`config.mk`:
```
export PLATFORM = sky130hd
export DESIGN_NAME = aswc_top
export DESIGN_NICKNAME = d
export VERILOG_FILES = /design/src/logic/aswc_pkg.sv /design/src/logic/aswc_top.sv /design/src/logic/aswc_window_cmp.sv /design/src/logic/aswc_axil_slave.sv
export SDC_FILE = /design/constraint.sdc
export NUM_CORES = 1
export LEC_CHECK = 0
export ABC_CLOCK_PERIOD_IN_PS = 2600
export BUFFER_PORTS_ARGS = -buffer_cell sky130_fd_sc_hd__buf_2
export CAP_MARGIN = 40
export CORE_AREA = 3 3 117 119
export CTS_CLUSTER_SIZE = 8
export DETAILED_ROUTE_END_ITERATION = 12
export DIE_AREA = 0 0 120 122
export GPL_TIMING_DRIVEN = 0
export PLACE_DENSITY = 0.7
export SKIP_LAST_GASP = 1
export SLEW_MARGIN = 20
export SYNTH_ARGS = -nofsm -noshare
export SYNTH_HDL_FRONTEND = slang
export SYNTH_SLANG_ARGS = --single-unit
```
`constraint.sdc`:
```
create_clock -name clk -period 2.6 [get_ports clk]
set_input_delay 0.13 -clock clk [delete_from_list [all_inputs] [get_ports clk]]
set_output_delay 0.13 -clock clk [all_outputs]
set_load 0.005 [all_outputs]
```
`src/logic/aswc_pkg.sv`:
```
// constants shared by the converter start and window compare block
package aswc_pkg;
	// axi4-lite geometry
	localparam int AXI_ADDR_W = 12;
	localparam int AXI_DATA_W = 32;
	localparam logic [1:0] RESP_OKAY = 2'h0;
	localparam logic [1:0] RESP_SLVERR = 2'h2;
	// register indices, byte address is four times the index
	localparam logic [7:0] IDX_GT_LOW = 8'hC3;
	localparam logic [7:0] IDX_GT_HIGH = 8'hC4;
	localparam logic [7:0] IDX_LT_LOW = 8'hC5;
	localparam logic [7:0] IDX_LT_HIGH = 8'hC6;
	localparam logic [7:0] IDX_CONTROL = 8'hE8;
	localparam logic [7:0] IDX_RESULT_HIGH = 8'hD0;
	localparam logic [7:0] IDX_RESULT_LOW = 8'hD1;
	localparam logic [7:0] IDX_CONFIG = 8'hD2;
	localparam logic [7:0] IDX_IRQ_STATUS = 8'hD3;
	localparam logic [7:0] IDX_IRQ_MASK = 8'hD4;
	// reset values
	localparam logic [7:0] RST_GT_BYTE = 8'hFF;
	localparam logic [7:0] RST_LT_BYTE = 8'h00;
	localparam logic [7:0] RST_CONTROL = 8'h00;
	localparam logic [7:0] RST_CONFIG = 8'h00;
	localparam logic [1:0] RST_IRQ_MASK = 2'h0;
	// control register fields
	localparam int CTL_ENABLE = 7;
	localparam int CTL_TRACK = 6;
	localparam int CTL_DONE = 5;
	localparam int CTL_BUSY = 4;
	localparam int CTL_WIN = 3;
	localparam int CTL_SEL_LSB = 0;
	// config, status and mask fields
	localparam int CFG_LEFT_JUST = 0;
	localparam int IRQ_DONE = 0;
	localparam int IRQ_WIN = 1;
	// result geometry
	localparam int RES_W = 10;
	localparam int PAD_W = 6;
	// start source codes
	typedef enum logic [2:0] {
		SRC_SOFTWARE = 3'h0,
		SRC_TIMER0 = 3'h1,
		SRC_TIMER2 = 3'h2,
		SRC_TIMER1 = 3'h3,
		SRC_EXT_STROBE = 3'h4,
		SRC_TIMER3 = 3'h5,
		SRC_RESERVED6 = 3'h6,
		SRC_RESERVED7 = 3'h7
	} aswc_src_type;
endpackage : aswc_pkg

```
`src/logic/aswc_top.sv`:
```
// converter start control, busy tracking and window compare with axi4-lite registers
//
// Implementation choice: the AXI4-Lite register port.
`timescale 1ns/100ps
module aswc_top (
	input wire logic clk, // system clock, 20 mhz
	input wire logic rst, // synchronous reset, high
	input wire logic [aswc_pkg::AXI_ADDR_W-1:0] s_axi_awaddr, // write address
	input wire logic s_axi_awvalid, // write address valid
	output logic s_axi_awready, // write address ready
	input wire logic [aswc_pkg::AXI_DATA_W-1:0] s_axi_wdata, // write data
	input wire logic [3:0] s_axi_wstrb, // write byte strobes
	input wire logic s_axi_wvalid, // write data valid
	output logic s_axi_wready, // write data ready
	output logic [1:0] s_axi_bresp, // write response
	output logic s_axi_bvalid, // write response valid
	input wire logic s_axi_bready, // write response ready
	input wire logic [aswc_pkg::AXI_ADDR_W-1:0] s_axi_araddr, // read address
	input wire logic s_axi_arvalid, // read address valid
	output logic s_axi_arready, // read address ready
	output logic [aswc_pkg::AXI_DATA_W-1:0] s_axi_rdata, // read data
	output logic [1:0] s_axi_rresp, // read response
	output logic s_axi_rvalid, // read data valid
	input wire logic s_axi_rready, // read data ready
	input wire logic timer0_ovf, // timer 0 overflow pulse
	input wire logic timer1_ovf, // timer 1 overflow pulse
	input wire logic timer2_ovf, // timer 2 overflow pulse
	input wire logic timer3_ovf, // timer 3 overflow pulse
	input wire logic ext_convert_strobe, // external convert strobe pin
	input wire logic conv_done_in, // converter finished, one-cycle pulse
	input wire logic [aswc_pkg::RES_W-1:0] conv_data, // converter result, valid with done
	output logic conv_start, // start pulse to the converter
	output logic conv_enable, // converter enable level
	output logic conv_track_delayed, // delayed track mode level
	output logic irq // interrupt request, level
);
	import aswc_pkg::*;

	// bus side strobes
	logic wr_en;
	logic [AXI_ADDR_W-1:0] wr_addr;
	logic [7:0] wr_data;
	logic wr_hit;
	logic [AXI_ADDR_W-1:0] rd_addr;
	logic [7:0] rd_data;
	logic rd_hit;

	// register state
	logic [7:0] gt_low_q;
	logic [7:0] gt_high_q;
	logic [7:0] lt_low_q;
	logic [7:0] lt_high_q;
	logic enable_q;
	logic track_q;
	aswc_src_type src_sel_q;
	logic busy_q;
	logic done_flag_q;
	logic win_flag_q;
	logic left_just_q;
	logic [1:0] irq_mask_q;
	logic [RES_W-1:0] result_q;
	logic eval_q;

	// pin synchroniser and edge detect
	logic strobe_meta_q;
	logic strobe_sync_q;
	logic strobe_prev_q;
	logic strobe_rise;

	// output flops
	logic conv_start_q;
	logic irq_q;

	// address decode
	logic [9:0] wr_idx_full;
	logic [9:0] rd_idx_full;
	logic wr_aligned;
	logic rd_aligned;
	logic [7:0] wr_idx;
	logic [7:0] rd_idx;
	logic we_gt_low;
	logic we_gt_high;
	logic we_lt_low;
	logic we_lt_high;
	logic we_control;
	logic we_config;
	logic we_status;
	logic we_mask;

	// derived values
	logic [7:0] control_rd;
	logic [1:0] irq_status;
	logic [7:0] result_high_rd;
	logic [7:0] result_low_rd;
	logic [15:0] result_word;
	logic [15:0] gt_word;
	logic [15:0] lt_word;
	logic win_match;
	logic sw_start;
	logic [7:0] src_vec;
	logic start_req;
	logic start_go;
	logic done_clear;
	logic win_clear;

	aswc_axil_slave u_bus (
		.clk(clk),
		.rst(rst),
		.s_axi_awaddr(s_axi_awaddr),
		.s_axi_awvalid(s_axi_awvalid),
		.s_axi_awready(s_axi_awready),
		.s_axi_wdata(s_axi_wdata),
		.s_axi_wstrb(s_axi_wstrb),
		.s_axi_wvalid(s_axi_wvalid),
		.s_axi_wready(s_axi_wready),
		.s_axi_bresp(s_axi_bresp),
		.s_axi_bvalid(s_axi_bvalid),
		.s_axi_bready(s_axi_bready),
		.s_axi_araddr(s_axi_araddr),
		.s_axi_arvalid(s_axi_arvalid),
		.s_axi_arready(s_axi_arready),
		.s_axi_rdata(s_axi_rdata),
		.s_axi_rresp(s_axi_rresp),
		.s_axi_rvalid(s_axi_rvalid),
		.s_axi_rready(s_axi_rready),
		.wr_en(wr_en),
		.wr_addr(wr_addr),
		.wr_data(wr_data),
		.wr_hit(wr_hit),
		.rd_addr(rd_addr),
		.rd_data(rd_data),
		.rd_hit(rd_hit)
	);

	// byte address to register index, only aligned words decode
	// index bits 9:8 must be zero
	assign wr_idx_full = wr_addr[AXI_ADDR_W-1:2];
	assign rd_idx_full = rd_addr[AXI_ADDR_W-1:2];
	assign wr_aligned = (wr_addr[1:0] == 2'h0) && (wr_idx_full[9:8] == 2'h0);
	assign rd_aligned = (rd_addr[1:0] == 2'h0) && (rd_idx_full[9:8] == 2'h0);
	assign wr_idx = wr_idx_full[7:0];
	assign rd_idx = rd_idx_full[7:0];

	// write enables per register
	// lands at the edge raising bvalid
	assign we_gt_low = wr_en && wr_aligned && (wr_idx == IDX_GT_LOW);
	assign we_gt_high = wr_en && wr_aligned && (wr_idx == IDX_GT_HIGH);
	assign we_lt_low = wr_en && wr_aligned && (wr_idx == IDX_LT_LOW);
	assign we_lt_high = wr_en && wr_aligned && (wr_idx == IDX_LT_HIGH);
	assign we_control = wr_en && wr_aligned && (wr_idx == IDX_CONTROL);
	assign we_config = wr_en && wr_aligned && (wr_idx == IDX_CONFIG);
	assign we_status = wr_en && wr_aligned && (wr_idx == IDX_IRQ_STATUS);
	assign we_mask = wr_en && wr_aligned && (wr_idx == IDX_IRQ_MASK);

	// result registers are read only, writes to them are accepted and dropped
	assign wr_hit = wr_aligned && (we_gt_low || we_gt_high || we_lt_low || we_lt_high || we_control
		|| we_config || we_status || we_mask || wr_idx == IDX_RESULT_HIGH || wr_idx == IDX_RESULT_LOW);

	// read view of control, status and result
	assign control_rd = {enable_q, track_q, done_flag_q, busy_q, win_flag_q, src_sel_q};
	assign irq_status = {win_flag_q, done_flag_q};
	assign result_high_rd = left_just_q ? result_q[9:2] : {6'h00, result_q[9:8]};
	assign result_low_rd = left_just_q ? {result_q[1:0], 6'h00} : result_q[7:0];

	// read multiplexer, unmapped reads return zero
	// latched at the address handshake
	assign rd_hit = rd_aligned && (rd_idx == IDX_GT_LOW || rd_idx == IDX_GT_HIGH || rd_idx == IDX_LT_LOW
		|| rd_idx == IDX_LT_HIGH || rd_idx == IDX_CONTROL || rd_idx == IDX_RESULT_HIGH
		|| rd_idx == IDX_RESULT_LOW || rd_idx == IDX_CONFIG || rd_idx == IDX_IRQ_STATUS
		|| rd_idx == IDX_IRQ_MASK);
	assign rd_data = !rd_aligned ? 8'h00 :
		(rd_idx == IDX_GT_LOW) ? gt_low_q :
		(rd_idx == IDX_GT_HIGH) ? gt_high_q :
		(rd_idx == IDX_LT_LOW) ? lt_low_q :
		(rd_idx == IDX_LT_HIGH) ? lt_high_q :
		(rd_idx == IDX_CONTROL) ? control_rd :
		(rd_idx == IDX_RESULT_HIGH) ? result_high_rd :
		(rd_idx == IDX_RESULT_LOW) ? result_low_rd :
		(rd_idx == IDX_CONFIG) ? {7'h00, left_just_q} :
		(rd_idx == IDX_IRQ_STATUS) ? {6'h00, irq_status} :
		(rd_idx == IDX_IRQ_MASK) ? {6'h00, irq_mask_q} : 8'h00;

	// limit byte registers
	// less-than low byte resets to zero
	always_ff @(posedge clk) begin
		if (rst) begin
			gt_low_q <= RST_GT_BYTE;
			gt_high_q <= RST_GT_BYTE;
			lt_low_q <= RST_LT_BYTE;
			lt_high_q <= RST_LT_BYTE;
		end else begin
			if (we_gt_low)
				gt_low_q <= wr_data;
			if (we_gt_high)
				gt_high_q <= wr_data;
			if (we_lt_low)
				lt_low_q <= wr_data;
			if (we_lt_high)
				lt_high_q <= wr_data;
		end
	end

	// plain control fields, configuration and mask
	// enable and track only stored
	always_ff @(posedge clk) begin
		if (rst) begin
			enable_q <= RST_CONTROL[CTL_ENABLE];
			track_q <= RST_CONTROL[CTL_TRACK];
			src_sel_q <= SRC_SOFTWARE;
			left_just_q <= RST_CONFIG[CFG_LEFT_JUST];
			irq_mask_q <= RST_IRQ_MASK;
		end else begin
			if (we_control) begin
				enable_q <= wr_data[CTL_ENABLE];
				track_q <= wr_data[CTL_TRACK];
				src_sel_q <= aswc_src_type'(wr_data[CTL_SEL_LSB +: 3]);
			end
			if (we_config)
				left_just_q <= wr_data[CFG_LEFT_JUST];
			if (we_mask)
				irq_mask_q <= wr_data[1:0];
		end
	end

	// external strobe: two flops, then rising edge detect
	// edge flop resets to the idle level
	// only the second flop feeds logic
	always_ff @(posedge clk) begin
		if (rst) begin
			strobe_meta_q <= 1'b0;
			strobe_sync_q <= 1'b0;
			strobe_prev_q <= 1'b0;
		end else begin
			strobe_meta_q <= ext_convert_strobe;
			strobe_sync_q <= strobe_meta_q;
			strobe_prev_q <= strobe_sync_q;
		end
	end

	// one-cycle pulse per rising edge
	assign strobe_rise = strobe_sync_q && !strobe_prev_q;

	// software start uses the source field carried by the same write
	assign sw_start = we_control && wr_data[CTL_BUSY] && (wr_data[CTL_SEL_LSB +: 3] == SRC_SOFTWARE);

	// start source selection, reserved codes never start
	// timer pulses need no sync
	assign src_vec = {1'b0, 1'b0, timer3_ovf, strobe_rise, timer1_ovf, timer2_ovf, timer0_ovf, 1'b0};
	assign start_req = sw_start || src_vec[src_sel_q];
	assign start_go = start_req && !busy_q;

	// busy follows the conversion from start to done
	// requests while busy are dropped
	always_ff @(posedge clk) begin
		if (rst) begin
			busy_q <= 1'b0;
			conv_start_q <= 1'b0;
		end else begin
			conv_start_q <= start_go;
			if (start_go)
				busy_q <= 1'b1;
			else if (conv_done_in)
				busy_q <= 1'b0;
		end
	end

	// capture each new result, then evaluate the window once on it
	// eval_q follows done by a cycle
	always_ff @(posedge clk) begin
		if (rst) begin
			result_q <= '0;
			eval_q <= 1'b0;
		end else begin
			eval_q <= conv_done_in;
			if (conv_done_in)
				result_q <= conv_data;
		end
	end

	// result justified like the limits
	assign result_word = left_just_q ? {result_q, PAD_W'(0)} : {PAD_W'(0), result_q};
	assign gt_word = {gt_high_q, gt_low_q};
	assign lt_word = {lt_high_q, lt_low_q};

	aswc_window_cmp u_cmp (
		.result_word(result_word),
		.gt_limit(gt_word),
		.lt_limit(lt_word),
		.match(win_match)
	);

	// software clears: write 0 to the control bit or write 1 to the status bit
	assign done_clear = (we_control && !wr_data[CTL_DONE]) || (we_status && wr_data[IRQ_DONE]);
	assign win_clear = (we_control && !wr_data[CTL_WIN]) || (we_status && wr_data[IRQ_WIN]);

	// sticky flags, a set in the clearing cycle wins
	// so no event slips past a clear
	always_ff @(posedge clk) begin
		if (rst) begin
			done_flag_q <= 1'b0;
			win_flag_q <= 1'b0;
		end else begin
			if (conv_done_in)
				done_flag_q <= 1'b1;
			else if (done_clear)
				done_flag_q <= 1'b0;
			if (eval_q && win_match)
				win_flag_q <= 1'b1;
			else if (win_clear)
				win_flag_q <= 1'b0;
		end
	end

	// masked interrupt level
	// one cycle behind the flags
	always_ff @(posedge clk) begin
		if (rst)
			irq_q <= 1'b0;
		else
			irq_q <= |(irq_status & irq_mask_q);
	end

	// outputs straight from flops
	assign conv_start = conv_start_q;
	assign conv_enable = enable_q;
	assign conv_track_delayed = track_q;
	assign irq = irq_q;
endmodule : aswc_top

```
`src/logic/aswc_window_cmp.sv`:
```
// window comparator: result against greater-than and less-than limits
`timescale 1ns/100ps
module aswc_window_cmp (
	input wire logic [15:0] result_word, // formatted conversion result
	input wire logic [15:0] gt_limit, // greater-than limit word
	input wire logic [15:0] lt_limit, // less-than limit word
	output logic match // window condition met
);
	import aswc_pkg::*;
	// limit order alone chooses inside or outside window
	logic above_gt;
	logic below_lt;
	logic inside_mode;
	assign above_gt = result_word > gt_limit;
	assign below_lt = result_word < lt_limit;
	assign inside_mode = lt_limit > gt_limit;
	assign match = inside_mode ? (above_gt && below_lt) : (above_gt || below_lt);
endmodule : aswc_window_cmp

```
`src/logic/aswc_axil_slave.sv`:
```
// axi4-lite slave front end turning bus transfers into register strobes
`timescale 1ns/100ps
module aswc_axil_slave (
	input wire logic clk, // system clock
	input wire logic rst, // synchronous reset, high
	input wire logic [aswc_pkg::AXI_ADDR_W-1:0] s_axi_awaddr, // write address
	input wire logic s_axi_awvalid, // write address valid
	output logic s_axi_awready, // write address ready
	input wire logic [aswc_pkg::AXI_DATA_W-1:0] s_axi_wdata, // write data
	input wire logic [3:0] s_axi_wstrb, // write byte strobes
	input wire logic s_axi_wvalid, // write data valid
	output logic s_axi_wready, // write data ready
	output logic [1:0] s_axi_bresp, // write response
	output logic s_axi_bvalid, // write response valid
	input wire logic s_axi_bready, // write response ready
	input wire logic [aswc_pkg::AXI_ADDR_W-1:0] s_axi_araddr, // read address
	input wire logic s_axi_arvalid, // read address valid
	output logic s_axi_arready, // read address ready
	output logic [aswc_pkg::AXI_DATA_W-1:0] s_axi_rdata, // read data
	output logic [1:0] s_axi_rresp, // read response
	output logic s_axi_rvalid, // read data valid
	input wire logic s_axi_rready, // read data ready
	output logic wr_en, // one-cycle register write strobe
	output logic [aswc_pkg::AXI_ADDR_W-1:0] wr_addr, // write byte address
	output logic [7:0] wr_data, // low byte of write data
	input wire logic wr_hit, // write address is mapped
	output logic [aswc_pkg::AXI_ADDR_W-1:0] rd_addr, // read byte address
	input wire logic [7:0] rd_data, // register read value
	input wire logic rd_hit // read address is mapped
);
	import aswc_pkg::*;
	logic aw_full_q;
	logic w_full_q;
	logic [AXI_ADDR_W-1:0] awaddr_q;
	logic [7:0] wdata_q;
	logic wlane_q;
	logic aw_take;
	logic w_take;
	logic ar_take;
	// address and data are held until both have arrived
	assign aw_take = s_axi_awvalid && s_axi_awready;
	assign w_take = s_axi_wvalid && s_axi_wready;
	assign ar_take = s_axi_arvalid && s_axi_arready;
	assign wr_en = aw_full_q && w_full_q && !s_axi_bvalid && wlane_q;
	assign wr_addr = awaddr_q;
	assign wr_data = wdata_q;
	assign rd_addr = s_axi_araddr;
	// write channel capture
	always_ff @(posedge clk) begin
		if (rst) begin
			aw_full_q <= 1'b0;
			w_full_q <= 1'b0;
			awaddr_q <= '0;
			wdata_q <= 8'h00;
			wlane_q <= 1'b0;
		end else begin
			if (aw_take) begin
				aw_full_q <= 1'b1;
				awaddr_q <= s_axi_awaddr;
			end
			if (w_take) begin
				w_full_q <= 1'b1;
				wdata_q <= s_axi_wdata[7:0];
				wlane_q <= s_axi_wstrb[0];
			end
			if (aw_full_q && w_full_q && !s_axi_bvalid) begin
				aw_full_q <= 1'b0;
				w_full_q <= 1'b0;
			end
		end
	end
	// write ready and response
	always_ff @(posedge clk) begin
		if (rst) begin
			s_axi_awready <= 1'b1;
			s_axi_wready <= 1'b1;
			s_axi_bvalid <= 1'b0;
			s_axi_bresp <= RESP_OKAY;
		end else begin
			if (aw_take)
				s_axi_awready <= 1'b0;
			if (w_take)
				s_axi_wready <= 1'b0;
			if (aw_full_q && w_full_q && !s_axi_bvalid) begin
				s_axi_bvalid <= 1'b1;
				s_axi_bresp <= wr_hit ? RESP_OKAY : RESP_SLVERR;
			end else if (s_axi_bvalid && s_axi_bready) begin
				s_axi_bvalid <= 1'b0;
				s_axi_awready <= 1'b1;
				s_axi_wready <= 1'b1;
			end
		end
	end
	// read channel: data latched at the address handshake
	always_ff @(posedge clk) begin
		if (rst) begin
			s_axi_arready <= 1'b1;
			s_axi_rvalid <= 1'b0;
			s_axi_rdata <= '0;
			s_axi_rresp <= RESP_OKAY;
		end else if (ar_take) begin
			s_axi_arready <= 1'b0;
			s_axi_rvalid <= 1'b1;
			s_axi_rdata <= {24'h00_0000, rd_data};
			s_axi_rresp <= rd_hit ? RESP_OKAY : RESP_SLVERR;
		end else if (s_axi_rvalid && s_axi_rready) begin
			s_axi_rvalid <= 1'b0;
			s_axi_arready <= 1'b1;
		end
	end
endmodule : aswc_axil_slave

```
======== Word level (Yosys, flattened, before mapping) ========
Index checks and enable logic that the tools add are counted.
storage, ports and cells
  flip-flop bits (word level) ............. 99
  input port bits ......................... 83
  output and inout bits ................... 45
cells by class
  magnitude comparators ................... 4
  equal/unequal tests ..................... 20
  muxes and demuxes ....................... 37
  bitwise logic cells ..................... 1
  reduce and logical (&&, ||, !) cells .... 70
operator list
  operator            count
  $eq 8x8->1 const B  20
  $mux 8              10
  $gt 16x16->1        2
  $logic_and 1x1->1   31
  $logic_or 1x1->1    22
  $mux 1              20
  $lt 16x16->1        1
  $mux 16             1
  $mux 2              5
  $reduce_bool 2->1   5
  $logic_not 2->1     4
  $logic_not 1->1     5
  $lt 3x4->1 const B  1
  $reduce_or 2->1     2
  $bmux 1 s3          1
  $logic_not 3->1     1
  $and 2x2->2         1

======== Longest topological paths before layout ========
  word-level depth ........................ 16
  depth in mapped cells ................... 11

======== Cells and area by module ========
From an unflattened synthesis, not the netlist that was laid out.
unflattened totals
  cells, all modules ...................... 774
  area total of the unflattened synthesis .. 6264.8 µm²
by module, submodules not included
  module           times used  cells an instance  area each (µm²)  sequential area each (µm²)
  aswc_top         1           421                3216.8           1181.1
  aswc_axil_slave  1           206                1925.6           760.7
  aswc_window_cmp  1           147                1122.3           0.0

======== Worst setup path after synthesis ========
Ideal clock, no wire load.
  path type ............................... reg-to-reg
  start point ............................. reg left_just_q
  end point ............................... reg win_flag_q
  library setup time ...................... 0.057 ns
  data arrival time ....................... 2.409 ns
  required time ........................... 2.543 ns
  setup slack ............................. 0.134 ns
  cell stages (with the launch flop) ...... 11
  period minus slack after synthesis ...... 2.466 ns
  path through ............................ dfxtp_1 buf_2 buf_1 clkbuf_1 and2_1 ha_1 a21o_1 a2111oi_0 o2111ai_1 o31ai_1 a31o_2
on the way
  cells in the longest elaborated chain, start to end .. 6
RTL lines
  item                                                   line                                          source
  from (decl)                                            aswc_top.sv:59                                logic left_just_q;
  from (signal assigned)                                 aswc_top.sv:210                               left_just_q <= RST_CONFIG[CFG_LEFT_JUST];
  from (signal assigned)                                 aswc_top.sv:219                               left_just_q <= wr_data[CFG_LEFT_JUST];
  $mux 16 (*)                                            aswc_top.sv:281                               assign result_word = left_just_q ? {result_q, PAD_W'(0)} : {PAD_W'(0), result_q};
  $gt 16x16->1 or $lt 16x16->1 (tied branches)           aswc_window_cmp.sv:14, aswc_window_cmp.sv:15
  $logic_or 1x1->1 or $logic_and 1x1->1 (tied branches)  aswc_window_cmp.sv:17                         assign match = inside_mode ? (above_gt && below_lt) : (above_gt || below_lt);
  $mux 1 (*)                                             aswc_window_cmp.sv:17
  $logic_and 1x1->1 (*)                                  aswc_top.sv:307                               if (eval_q && win_match)
  $mux 1 or $reduce_bool 2->1 (tied branches)            -
  to (signal assigned)                                   aswc_top.sv:301                               win_flag_q <= 1'b0;
  to (signal assigned)                                   aswc_top.sv:308                               win_flag_q <= 1'b1;
  to (signal assigned)                                   aswc_top.sv:310                               win_flag_q <= 1'b0;
  to (decl)                                              aswc_top.sv:58                                logic win_flag_q;
Mark *: on every way between the ends. The rest lies on a longest branch, timed or not.
A chain may end at the register's enable or synchronous reset.

======== Worst setup path after layout ========
Same ends and word-level chain as after synthesis.

==> impl_results.md <==
* Clock latency on the worst-skew pair at between 0.3 and 0.4 ns
* Cts bufs inserted at 9
* Final wirelength at 17.1 mm
* Hold Crit Class: in2reg
* Stages on the worst setup path at 11
* CTS max path bufs at 2
* N_diodes at 0
* Sequential fraction of the synthesis area at 33.8%
* Crit path DAT at approximately 2.8 ns
* CP top delay family: compound AO/OA/AOI/OAI gates
* Ys async rst share at 0%
* CTS clock-pin slew for the worst setup and hold paths at about 0.080 ns
* Core area at 12700 sq um
* Via count at 5476
* CP max stage cell: maj3_1
* Initial antenna violation count at 0
* Worst slew pin tran at ~0.84 ns
* CTS tree: built
* Max VDD drop at about 0.28 mV
* Switching part of the total power at between 20% and 30%
* Post-DP HPWL at 13.0 mm
* Ys flop type: dfxtp_1
* I/O pins at 128
* Vias/cell at approximately 5.5
* Port Buffers at between 70 and 80
* Row count at slightly above 40
* Max Freq at roughly 400 MHz
* Worst Setup End Kind: register
* DR iter-0 viols at just over 600
* Final cell utilization of the core at approximately 54%
* Crit Path Max Fanout at 10
* Post-synth EDFFs at 0
* Setup-failing EPs final at 0
* Outcome: complete, no violations
* Endpoints failing hold at 0
* Fillers at 1205
* Area after DPL at between 6000 and 7000 sq um
* CTS H-Tree Depth at 3
* Pwr Total at 3.26 mW
* Synthesis-to-layout area growth at 18.4%
* Flop pwr share at around 48%
* Unrepaired setup endpoints after global routing: false
* Syn_area_per_cell at a little over 8 sq um
* Netlist Area Pre-Place at 5740 sq um
* Vias in the first global route at 4910
* Slowest stage delay, CP at 0.35 ns
* Buf/Inv on CP at 3
* GRT Total Usage at 23.0%
* First-pass GRT wire length at 26.2 mm
* Final period utilization at about 96%
* Crit path time final at 2.49 ns
* Most frequent cells in the layout: dfxtp_1, nand2_1, buf_2
* Die ar. at 14600 sq um
* Net Sw Power at between 800 and 900 uW
* Setup_tns at 0 ns
* Final Cell Area at 6800 sq um
* Nets at approximately 940
* Max Clock Skew at ~0.011 ns
* Cells on worst reg2reg path at 11
* CTS sink count at between 90 and 100
* Remaining antenna violation count at 0
* Combinational group share of total power at 10.7%
* CP cell instances: clkbuf_4 > buf_4 > clkbuf_4 > nand2b_1 > ha_1 > nand2b_1 > maj3_1 > o21ai_0 > a21oi_1 > o211ai_1 > a31o_2
* Ratio of cells with drive above 1 in the final layout at a little under a fifth
* PwrDens at about 480 nW/um^2
* Syn Inst Count at ~700
* Crit path required time at around 2.9 ns
* MaxCap Viol Count at 0
* Yosys warns at 0
* Wire per inst at between 15 and 20 um
* Clk root buf: clkbuf_16
* Max-slew violations at 0
* Leading cell type in the layout, fill and taps excluded: dfxtp_1
* Die X at about 120 um
* Pin count of the biggest net entering global routing at 21
* Hold path depth at 3
* Register bit count reported by yosys at 97
* Clk network pwr share at around two fifths
* First drt pass iteration count at 8
* RePlAce Congestion at around 0.96
* GR Overflow Total at 0
* Int Power at between 2 and 2.5 mW
* Leak at 3.10 nW
* CP Class: reg2reg
* Netlist cell types at 64
* DRC at 0
* Setup crit start kind: register
* Die height at around 120 um
* Slew HR at between 40% and 50%
* Initial Utilization at between 40% and 50%
[cell usage after synthesis, drive strengths merged, types with 14 or more instances]
| library cell | count | area (sq um) |
|---|---|---|
| ha | 43 | 538 |
| inv | 42 | 158 |
| mux2i | 35 | 350 |
| nand2 | 98 | 373 |
| buf | 46 | 297 |
| o21ai | 26 | 130 |
| clkbuf | 14 | 52.6 |
| o211ai | 21 | 158 |
| nor2 | 64 | 262 |
| dfxtp | 97 | 1940 |
| a21oi | 61 | 305 |
[power by group through the flow]
stage                     Sequential [mW]  Clock, mW  Combinational, mW
after floorplan                      1.59          0              0.225
after global placement               1.61          0              0.334
after detailed placement             1.61          0              0.335
after CTS                            1.57       1.36              0.343
after global routing                 1.58       1.41              0.388
final                                1.57       1.34              0.350
[cell families (layout without fill, tap and decap cells)]
logic type               after synthesis  count (layout)  synth area share (%)
AO/OA/AOI/OAI                        168             168                  18.7
XOR/XNOR                               2               2                 0.305
adder cells (fa/ha/maj)               45              45                  9.72
buffers and inverters                102             195                  8.83
flip-flops                            97              97                  33.8
multiplexers                          40              40                  7.08
other                                  1              26                0.0653
AND/OR/NAND/NOR                      248             248                  21.4
[final cells by class]
cell class	count	area, sq um	area share [%]
clock inverters	7	78.8	1.16
plain buffers	60	359	5.28
clock buffers	9	225	3.31
repair buffers	77	405	5.96
multi-input cells	529	3420	50.2
inverters	42	158	2.32
flip-flops and latches	97	1940	28.6
well taps	172	215	3.17
[through the flow]
stage | hold slack [ns] | instances | setup slack, ns
after floorplan | 0.230 | 728 | 0.134
after global placement | 0.338 | 973 | -0.459
after detailed placement | 0.343 | 973 | -0.497
after CTS | 0.000200 | 993 | 0.0109
after global routing | 0.00317 | 993 | 0.00226
final | 0.00663 | 993 | 0.108
[flip-flops by register name (all words and copies together) (netlist names), 2 cells and up]
name	flops
lt_high_q	8
src_sel_q	3
lt_low_q	8
result_q	10
gt_low_q	8
u_bus.s_axi_rdata	8
u_bus.wr_data	8
u_bus.wr_addr	12
gt_high_q	8
irq_mask_q	2
[final timing paths]
path                                startpoint                       endpoint  slack [ns]
setup reg to reg      left_just_q$_SDFFE_PP0P_        win_flag_q$_SDFFE_PP0P_        0.11
hold / removal                 s_axi_awaddr[0]  u_bus.wr_addr[0]$_SDFFE_PP0P_       0.007
hold reg to reg   u_bus.aw_full_q$_SDFFE_PP0P_   u_bus.aw_full_q$_SDFFE_PP0P_        0.47
setup / recovery      left_just_q$_SDFFE_PP0P_        win_flag_q$_SDFFE_PP0P_        0.11
[worst register-to-register path: stages (launching register included)]
cell      delay, ns
dfxtp_1        0.30
clkbuf_4       0.17
buf_4          0.18
clkbuf_4       0.19
nand2b_1       0.16
ha_1           0.21
nand2b_1       0.15
maj3_1         0.35
o21ai_0        0.22
a21oi_1        0.11
o211ai_1       0.22
a31o_2         0.18
[per-layer routing]
metal	track usage, %	vias to the layer above	part of all wire [%]
li1	-	2681	-
met1	31.5	2473	45
met2	35.1	259	43
met3	5.20	63	8.7
met4	9.23	0	4.0
met5	0	-	0
[timing repair]
action	in CTS	in global routing
endpoints found under the setup margin	1	1
pin swaps	1	2
hold endpoints to repair	4	0
buffers inserted	0	0
hold buffers	4	0
resized for setup	6	4
No activity file was read; power rests on OpenSTA's default activity.
